==> src/baud_gen_pkg.sv <==
// constants shared by the serial baud rate generator and its helper modules
// assumes a single 10 MHz bus clock and an Avalon-MM master with waitrequest
//
// Behaviour
// - divisor is five high bits plus low byte
// - zero divisor stops the generator completely
// - bit rate is clock over sixteen times divisor
// - high byte buffered until low byte written
// - idle after reset until receiver/transmitter enabled
// - one common rate for transmit and receive
// - stop mode halts the generator
// - two independent interface instances
// - eight byte-wide registers per instance
package baud_gen_pkg;

    // ----------------------------------------------------------------
    // widths and counts
    // ----------------------------------------------------------------
    localparam int DIVISOR_WIDTH = 13;
    localparam int HIGH_WIDTH    = 5;
    localparam int LOW_WIDTH     = 8;
    localparam int OVERSAMPLE    = 16;
    localparam int PHASE_WIDTH   = 4;
    localparam int INSTANCE_MAX  = 2;
    localparam int ADDR_WIDTH    = 5;
    localparam int SYNC_STAGES   = 3;

    // ----------------------------------------------------------------
    // register indices inside one instance (byte address = 4 * index)
    // ----------------------------------------------------------------
    localparam logic [2:0] REG_DIV_HIGH   = 3'h0;
    localparam logic [2:0] REG_DIV_LOW    = 3'h1;
    localparam logic [2:0] REG_CTRL_ONE   = 3'h2;
    localparam logic [2:0] REG_CTRL_TWO   = 3'h3;
    localparam logic [2:0] REG_STATUS_ONE = 3'h4;
    localparam logic [2:0] REG_STATUS_TWO = 3'h5;
    localparam logic [2:0] REG_CTRL_THREE = 3'h6;
    localparam logic [2:0] REG_DATA       = 3'h7;

    // ----------------------------------------------------------------
    // field positions
    // ----------------------------------------------------------------
    localparam int INSTANCE_BIT   = 3;
    localparam int UNMAPPED_BIT   = 4;
    localparam int RX_ENABLE_BIT  = 2;
    localparam int TX_ENABLE_BIT  = 3;
    localparam int STAT_RUN_BIT   = 0;
    localparam int STAT_ARMED_BIT = 1;
    localparam int STAT_STOP_BIT  = 2;
    localparam int STAT_ZERO_BIT  = 3;

    // ----------------------------------------------------------------
    // values after reset
    // ----------------------------------------------------------------
    localparam logic [7:0] DIV_HIGH_RESET = 8'h00;
    localparam logic [7:0] DIV_LOW_RESET  = 8'h04;
    localparam logic [7:0] CTRL_RESET     = 8'h00;
    localparam logic [7:0] DATA_RESET     = 8'h00;

endpackage : baud_gen_pkg

==> src/baud_link_if.sv <==
// interface between the register side and one baud tick generator
// assumes both ends share the bus clock
`timescale 1ns/1ps
`default_nettype none

interface baud_link_if;
    logic [12:0] divisor;
    logic        run;
    logic        rate_tick;
    logic        bit_tick;

    modport ctrl (output divisor, output run, input rate_tick, input bit_tick);
    modport gen  (input divisor, input run, output rate_tick, output bit_tick);
endinterface : baud_link_if

`default_nettype wire

==> src/baud_tick_gen.sv <==
// 13-bit modulo divider making the oversampled rate tick and the bit tick
// assumes divisor and run come from the register side on the same clock
`timescale 1ns/1ps
`default_nettype none

module baud_tick_gen
    import baud_gen_pkg::*;
(
    // clock and reset
    input  wire logic   clock,
    input  wire logic   rst,
    // register side
    baud_link_if.gen    link
);

    logic [DIVISOR_WIDTH-1:0] count_reg;
    logic [PHASE_WIDTH-1:0]   phase_reg;
    logic                     rate_tick_reg;
    logic                     bit_tick_reg;
    logic                     wrap;

    // >= guards against a divisor lowered below the running count
    assign wrap = (count_reg >= link.divisor - 13'h0001);

    // ----------------------------------------------------------------
    // modulo counter
    // ----------------------------------------------------------------
    always_ff @(posedge clock)
    begin
        if (rst || !link.run)
        begin
            count_reg     <= '0;
            rate_tick_reg <= 1'b0;
        end
        else if (wrap)
        begin
            count_reg     <= '0;
            rate_tick_reg <= 1'b1;
        end
        else
        begin
            count_reg     <= count_reg + 13'h0001;
            rate_tick_reg <= 1'b0;
        end
    end

    // ----------------------------------------------------------------
    // sixteen rate ticks make one bit time
    // ----------------------------------------------------------------
    always_ff @(posedge clock)
    begin
        if (rst || !link.run)
        begin
            phase_reg    <= '0;
            bit_tick_reg <= 1'b0;
        end
        else if (wrap)
        begin
            phase_reg    <= phase_reg + 4'h1;
            bit_tick_reg <= (phase_reg == 4'(OVERSAMPLE - 1));
        end
        else
        begin
            bit_tick_reg <= 1'b0;
        end
    end

    assign link.rate_tick = rate_tick_reg;
    assign link.bit_tick  = bit_tick_reg;

endmodule : baud_tick_gen

`default_nettype wire

==> src/level_sync.sv <==
// three-stage synchroniser for a level arriving from a pin
// a change is accepted once the second and third stages agree
`timescale 1ns/1ps
`default_nettype none

module level_sync
    import baud_gen_pkg::*;
(
    // clock and reset
    input  wire logic   clock,
    input  wire logic   rst,
    // level
    input  wire logic   async_in,
    output logic        level_out
);

    logic [SYNC_STAGES-1:0] stage_reg;
    logic                   level_reg;

    always_ff @(posedge clock)
    begin
        if (rst)
            stage_reg <= '0;
        else
            stage_reg <= {stage_reg[SYNC_STAGES-2:0], async_in};
    end

    always_ff @(posedge clock)
    begin
        if (rst)
            level_reg <= 1'b0;
        else if (stage_reg[1] == stage_reg[2])
            level_reg <= stage_reg[2];
    end

    assign level_out = level_reg;

endmodule : level_sync

`default_nettype wire

==> src/serial_baud_rate_generator.sv <==
// register banks and baud generators of the serial interface instances
// assumes an Avalon-MM master with waitrequest and a stop mode pin level
`timescale 1ns/1ps
`default_nettype none

module serial_baud_rate_generator
    import baud_gen_pkg::*;
#(
    parameter int INSTANCES = INSTANCE_MAX
)
(
    // clock and reset
    input  wire logic                         clock,
    input  wire logic                         rst,
    // avalon-mm slave
    input  wire logic [baud_gen_pkg::ADDR_WIDTH-1:0] address,
    input  wire logic                         read,
    input  wire logic                         write,
    input  wire logic [31:0]                  writedata,
    input  wire logic [3:0]                   byteenable,
    output logic      [31:0]                  readdata,
    output logic                              waitrequest,
    // chip power state, asynchronous
    input  wire logic                         stop_mode,
    // to receivers and transmitters
    output logic      [INSTANCES-1:0]         rate_tick,
    output logic      [INSTANCES-1:0]         bit_tick,
    output logic      [INSTANCES-1:0]         receiver_enable,
    output logic      [INSTANCES-1:0]         transmitter_enable,
    output logic      [INSTANCES-1:0]         generator_running
);

    import baud_gen_pkg::*;

    // ----------------------------------------------------------------
    // elaboration checks
    // ----------------------------------------------------------------
    // one address bit selects the instance, so at most two fit
    if (INSTANCES < 1 || INSTANCES > INSTANCE_MAX)
    begin : g_bad_instances
        $error("INSTANCES must be 1 or 2");
    end

    // the divisor is the high field stacked on the low byte
    if (HIGH_WIDTH + LOW_WIDTH != DIVISOR_WIDTH)
    begin : g_bad_divisor
        $error("divisor fields do not add up");
    end

    // one phase wrap must be exactly one bit time
    if (OVERSAMPLE != (1 << PHASE_WIDTH))
    begin : g_bad_phase
        $error("oversample count does not match phase width");
    end

    // unmapped bit must sit above the instance bit, inside the address
    if (UNMAPPED_BIT >= ADDR_WIDTH || INSTANCE_BIT >= UNMAPPED_BIT)
    begin : g_bad_address
        $error("address fields do not fit");
    end

    // arming only matters because the reset divisor is non-zero
    if (DIV_LOW_RESET == 8'h00)
    begin : g_bad_reset
        $error("reset divisor must be non-zero");
    end

    // the stop level is filtered by three flip-flops
    if (SYNC_STAGES < 3)
    begin : g_bad_sync
        $error("stop synchroniser needs three stages");
    end

    // ----------------------------------------------------------------
    // decode helpers
    // ----------------------------------------------------------------
    function automatic logic owns(
        input logic [ADDR_WIDTH-1:0] addr,
        input int                    inst
    );
        owns = !addr[UNMAPPED_BIT] && (int'(addr[INSTANCE_BIT]) == inst);
    endfunction : owns

    function automatic logic hit(
        input logic [ADDR_WIDTH-1:0] addr,
        input int                    inst,
        input logic [2:0]            index
    );
        hit = owns(addr, inst) && (addr[2:0] == index);
    endfunction : hit

    function automatic logic [7:0] status_byte(
        input logic zero,
        input logic stopped,
        input logic armed,
        input logic running
    );
        status_byte                 = 8'h00;
        status_byte[STAT_ZERO_BIT]  = zero;
        status_byte[STAT_STOP_BIT]  = stopped;
        status_byte[STAT_ARMED_BIT] = armed;
        status_byte[STAT_RUN_BIT]   = running;
    endfunction : status_byte

    function automatic logic [DIVISOR_WIDTH-1:0] join_divisor(
        input logic [7:0] high,
        input logic [7:0] low
    );
        join_divisor = {high[HIGH_WIDTH-1:0], low};
    endfunction : join_divisor

    // ----------------------------------------------------------------
    // bus handshake
    // ----------------------------------------------------------------
    logic        ack_reg;
    logic [31:0] readdata_reg;
    logic        write_now;
    logic        read_take;

    // every access waits exactly one cycle, reads get a registered answer
    always_ff @(posedge clock)
    begin
        if (rst)
            ack_reg <= 1'b0;
        else
            ack_reg <= (read || write) && !ack_reg;
    end

    assign waitrequest = (read || write) && !ack_reg;
    assign write_now   = write && ack_reg && byteenable[0];
    assign read_take   = read && !ack_reg;

    // ----------------------------------------------------------------
    // stop mode
    // ----------------------------------------------------------------
    logic stop_level;

    level_sync i_level_sync (
        .clock     (clock),
        .rst       (rst),
        .async_in  (stop_mode),
        .level_out (stop_level)
    );

    // ----------------------------------------------------------------
    // per instance registers
    // ----------------------------------------------------------------
    logic [7:0] div_high_buf_reg  [INSTANCES];
    logic [7:0] div_high_work_reg [INSTANCES];
    logic [7:0] div_low_reg       [INSTANCES];
    logic [7:0] ctrl_one_reg      [INSTANCES];
    logic [7:0] ctrl_two_reg      [INSTANCES];
    logic [7:0] ctrl_three_reg    [INSTANCES];
    logic [7:0] data_reg          [INSTANCES];
    logic       armed_reg         [INSTANCES];
    logic [7:0] status_one        [INSTANCES];
    logic [7:0] status_two        [INSTANCES];
    logic [DIVISOR_WIDTH-1:0] divisor [INSTANCES];
    logic       run               [INSTANCES];

    baud_link_if link [INSTANCES] ();

    for (genvar i = 0; i < INSTANCES; i++)
    begin : g_inst
        // high byte: software writes land in the buffer only
        always_ff @(posedge clock)
        begin
            if (rst)
                div_high_buf_reg[i] <= DIV_HIGH_RESET;
            else if (write_now && hit(address, i, REG_DIV_HIGH))
                div_high_buf_reg[i] <= {3'h0, writedata[HIGH_WIDTH-1:0]};
        end

        // working high half follows the buffer on a low byte write
        always_ff @(posedge clock)
        begin
            if (rst)
                div_high_work_reg[i] <= DIV_HIGH_RESET;
            else if (write_now && hit(address, i, REG_DIV_LOW))
                div_high_work_reg[i] <= div_high_buf_reg[i];
        end

        always_ff @(posedge clock)
        begin
            if (rst)
                div_low_reg[i] <= DIV_LOW_RESET;
            else if (write_now && hit(address, i, REG_DIV_LOW))
                div_low_reg[i] <= writedata[7:0];
        end

        // option bytes are stored and only read back, no port carries them out
        always_ff @(posedge clock)
        begin
            if (rst)
                ctrl_one_reg[i] <= CTRL_RESET;
            else if (write_now && hit(address, i, REG_CTRL_ONE))
                ctrl_one_reg[i] <= writedata[7:0];
        end

        always_ff @(posedge clock)
        begin
            if (rst)
                ctrl_three_reg[i] <= CTRL_RESET;
            else if (write_now && hit(address, i, REG_CTRL_THREE))
                ctrl_three_reg[i] <= writedata[7:0];
        end

        always_ff @(posedge clock)
        begin
            if (rst)
                data_reg[i] <= DATA_RESET;
            else if (write_now && hit(address, i, REG_DATA))
                data_reg[i] <= writedata[7:0];
        end

        always_ff @(posedge clock)
        begin
            if (rst)
                ctrl_two_reg[i] <= CTRL_RESET;
            else if (write_now && hit(address, i, REG_CTRL_TWO))
                ctrl_two_reg[i] <= writedata[7:0];
        end

        // reset divisor is non-zero, so an explicit arm keeps it quiet
        always_ff @(posedge clock)
        begin
            if (rst)
                armed_reg[i] <= 1'b0;
            else if (write_now && hit(address, i, REG_CTRL_TWO)
                     && (writedata[RX_ENABLE_BIT] || writedata[TX_ENABLE_BIT]))
                armed_reg[i] <= 1'b1;
        end

        assign divisor[i] = join_divisor(div_high_work_reg[i], div_low_reg[i]);
        assign run[i]     = armed_reg[i]
                            && (divisor[i] != '0)
                            && !stop_level;

        assign status_one[i] = status_byte((divisor[i] == '0), stop_level,
                                           armed_reg[i], run[i]);
        assign status_two[i] = {3'h0, div_high_work_reg[i][HIGH_WIDTH-1:0]};

        assign link[i].divisor = divisor[i];
        assign link[i].run     = run[i];

        // one generator serves both directions of the instance
        baud_tick_gen i_baud_tick_gen (
            .clock (clock),
            .rst   (rst),
            .link  (link[i])
        );

        assign rate_tick[i]          = link[i].rate_tick;
        assign bit_tick[i]           = link[i].bit_tick;
        assign receiver_enable[i]    = ctrl_two_reg[i][RX_ENABLE_BIT];
        assign transmitter_enable[i] = ctrl_two_reg[i][TX_ENABLE_BIT];
        assign generator_running[i]  = run[i];
    end

    // ----------------------------------------------------------------
    // read mux
    // ----------------------------------------------------------------
    logic [7:0] read_byte;

    always_comb
    begin
        read_byte = 8'h00;
        for (int i = 0; i < INSTANCES; i++)
        begin
            if (owns(address, i))
            begin
                case (address[2:0])
                    REG_DIV_HIGH:   read_byte = div_high_buf_reg[i];
                    REG_DIV_LOW:    read_byte = div_low_reg[i];
                    REG_CTRL_ONE:   read_byte = ctrl_one_reg[i];
                    REG_CTRL_TWO:   read_byte = ctrl_two_reg[i];
                    REG_STATUS_ONE: read_byte = status_one[i];
                    REG_STATUS_TWO: read_byte = status_two[i];
                    REG_CTRL_THREE: read_byte = ctrl_three_reg[i];
                    REG_DATA:       read_byte = data_reg[i];
                    default:        read_byte = 8'h00;
                endcase
            end
        end
    end

    // ----------------------------------------------------------------
    // read data register
    // ----------------------------------------------------------------
    // unmapped addresses answer zero, narrow data sits in the low byte
    always_ff @(posedge clock)
    begin
        if (rst)
            readdata_reg <= 32'h0000_0000;
        else if (read_take)
            readdata_reg <= {24'h00_0000, read_byte};
    end

    assign readdata = readdata_reg;

endmodule : serial_baud_rate_generator

`default_nettype wire

==> config.mk <==
export PLATFORM = sky130hd
export DESIGN_NAME = serial_baud_rate_generator
export DESIGN_NICKNAME = d
export VERILOG_FILES = /design/src/baud_gen_pkg.sv /design/src/baud_link_if.sv /design/src/baud_tick_gen.sv /design/src/level_sync.sv /design/src/serial_baud_rate_generator.sv
export SDC_FILE = /design/constraint.sdc
export NUM_CORES = 1
export LEC_CHECK = 0
export BUFFER_PORTS_ARGS = -buffer_cell sky130_fd_sc_hd__buf_4
export CORE_UTILIZATION = 63
export DETAILED_ROUTE_END_ITERATION = 7
export PLACE_DENSITY = 0.88
export RECOVER_POWER = 25
export SLEW_MARGIN = 20
export SYNTH_ARGS = -nofsm -noshare
export SYNTH_HDL_FRONTEND = slang
export SYNTH_SLANG_ARGS = --single-unit
export TNS_END_PERCENT = 1
==> constraint.sdc <==
create_clock -name clock -period 7.47 [get_ports clock]
set_input_delay 1.8675 -clock clock [delete_from_list [all_inputs] [get_ports clock]]
set_output_delay 1.8675 -clock clock [all_outputs]
set_load 0.02 [all_outputs]
==> results_dict.tcl <==
set metrics [dict create \
    pwr_density_cell_mw_per_mm2 219 \
    syn-cell-area_mm2 0.00838 \
    first_pass_iters 8 \
    fmaxAchievable_ghz 0.190 \
    syn_area_per_cell_um2 10.4 \
    ys.flop_type "edfxtp_1" \
    violations "capacitance limit, slew limit" \
    fin_util 0.714 \
    cap_violations 1 \
    status "finished with violations" \
    power_leakage_nw 3.54 \
    rows 41 \
    finalNetCount 894 \
    rsz0062_at_grt "false" \
    ant_nets 0 \
    viasPerCell 6.35 \
    cts-root-buf "clkbuf_16" \
    drt_iter0_drc 935 \
    critPathMaxFanout 48 \
    drv_slew 49 \
    ios 89 \
    skew_ns 0.00861 \
    grt_pass1_vias 6170 \
    ys_seq_area_frac 0.486 \
    gr-usage-all-layers 0.308 \
    cts_tree "yes" \
    ys_ff_latch 153 \
    wl_um 20300 \
    drive_above_1_share 0.0955 \
    relSlewSlack -0.636 \
    grt_max_degree 49 \
    synth_cell_types 69 \
    vias 6343 \
    cts_buffer_depth 2 \
    port_buffers 37 \
    core_area_mm2 0.0128 \
    hpwl_um 14100 \
    synth_edf_count 101 \
    irDropWorstVdd_mv 0.221 \
    syn_inst 805 \
    setup_tns_ns 0 \
    fin_crit_ns 5.25 \
    grt_pass1_wl_um 32500 \
    hold_viol 0 \
    yosys.area.top_type "edfxtp_1" \
    post_cts_buffers 0 \
    wire_per_inst_um 20.3 \
    hold_buffers 0 \
    min_period_over_period 0.703 \
    htreeDepth 4 \
    die_w_um 117 \
    grt_overflow 0 \
    cts_resized 0 \
    clock_latency_ns 0.43 \
    die-height_um 117 \
    path_clk_slew_ns 0.06 \
    ys.warnings.count 0 \
    endpoint_kind "flip-flop" \
    fp.dieArea_mm2 0.0138 \
    tightestPinTransition_ns 2.45 \
    post-place-ws_ns 3.21 \
    layout_setup_ws_ns 2.22 \
    setup_violations 0 \
    synth_top_area_share 0.362 \
    synthArstFlopShare 0 \
    clkSinkCount 153 \
    holdCritPathClass "reg -> reg" \
    dpl_cell_area_mm2 0.00857 \
    antenna_found_initial 0 \
    drc 0 \
    start_util 0.656 \
    setup.worst_path.start_class "input port" \
    critPathKind "in -> reg" \
    netlist_top_cells_area "edfxtp_1 36%, dfxtp_1 12%, ha_1 5.1%" \
    gp_congestion 0.925 \
    cp_data_arrival_time_ns 5.59 \
    numCtsBuffers 17 \
    required_ns 7.81 \
    diodes 0 \
    final_cell_area_mm2 0.00912 \
    largest_reg_flops 26 \
    syn2layout_area_growth_pct 8.84 \
]
[kinds of logic (layout without fill, tap and decap cells)]
family | after synthesis | count (layout) | synth area share
and+or+nand+nor | 336 | 336 | 0.219
DFF | 153 | 153 | 0.486
AOI/OAI and AO/OA | 130 | 130 | 0.113
buffers and inverters | 85 | 84 | 0.0555
xor gates and xnor gates | 43 | 43 | 0.0449
adders and majority gates | 34 | 34 | 0.0507
muxes | 23 | 23 | 0.0304
other | 1 | 24 | 0.000447
[layout by cell type (no fill, tap or decap), types with 21 or more instances in the layout]
cell and count:
edfxtp_1 101, nor2_1 66, and3_1 54, dfxtp_1 52, nand2_1 44, and2_1 42, ha_1 34, nand3_1 26
xor2_1 25, conb_1 24, nor3_1 23, o21ai_0 21, a21oi_1 21
[report_power, final]
part / switching (mW) / internal (mW)
combinational: 0.102 / 0.0437
sequential: 0.0154 / 0.922
clock: 0.355 / 0.562
[worst paths after layout]
kind                                           startpoint                                endpoint  slack (ns)  cells after the start
worst max-delay path                           address[0]                             readdata[5]        2.22                      6
worst min-delay path            i_level_sync.stage_reg[0]               i_level_sync.stage_reg[1]        0.45                      1
worst max register to register          div_low_reg[1][2]  g_inst[1].i_baud_tick_gen.count_reg[4]        3.76                     11
worst min register to register  i_level_sync.stage_reg[0]               i_level_sync.stage_reg[1]        0.45                      1
[per-layer routing]
metal	vias up	routed length (µm)	track usage
met3	84	1850	0.0822
met1	2979	7970	0.384
met5	-	0	0
met2	375	9540	0.495
met4	0	936	0.153
li1	2905	-	-
[area by class of cell]
type / count / area [µm²]
Clock inverter: 14 / 195
Fill cell: 906 / 3650
Inverter: 13 / 48.8
Timing Repair Buffer: 39 / 221
Tap cell: 172 / 215
Sequential cell: 153 / 4070
Multi-Input combinational cell: 590 / 3940
Clock buffer: 18 / 429
[synthesized netlist by cell type, drive strengths merged (5+ instances only)]
master  instances
nor3           23
edfxtp        101
clkbuf         24
mux2           10
a211oi          6
and2           58
nor2b          15
ha             34
a21oi          21
nor2           66
xnor2          18
nand2b         11
a22oi          12
a21o            7
o21ai          25
and3           54
nand4           6
o21bai          6
buf            48
nand3          27
inv            13
a31oi           5
nand2          44
dfxtp          52
a221oi          7
or3            13
o31ai           7
mux2i          12
xor2           25
[critical path, cell delays in order]
cell and delay [ns]:
clkbuf_1 1.70, nor2b_1 0.99, a22oi_1 0.25, a221oi_1 0.38
a21oi_1 0.14, o31ai_1 0.24
[through the flow]
| stage | hold slack, ns | power [mW] | std cells |
|---|---|---|---|
| after global routing | 0.478 | 2.05 | 999 |
| final | 0.447 | 2.00 | 999 |
| after global placement | 0.418 | 1.09 | 967 |
| after floorplan | 0.414 | 1.06 | 828 |
| after detailed placement | 0.437 | 1.10 | 967 |
| after CTS | 0.451 | 2.00 | 999 |
Power figures use the tool's default switching activity.
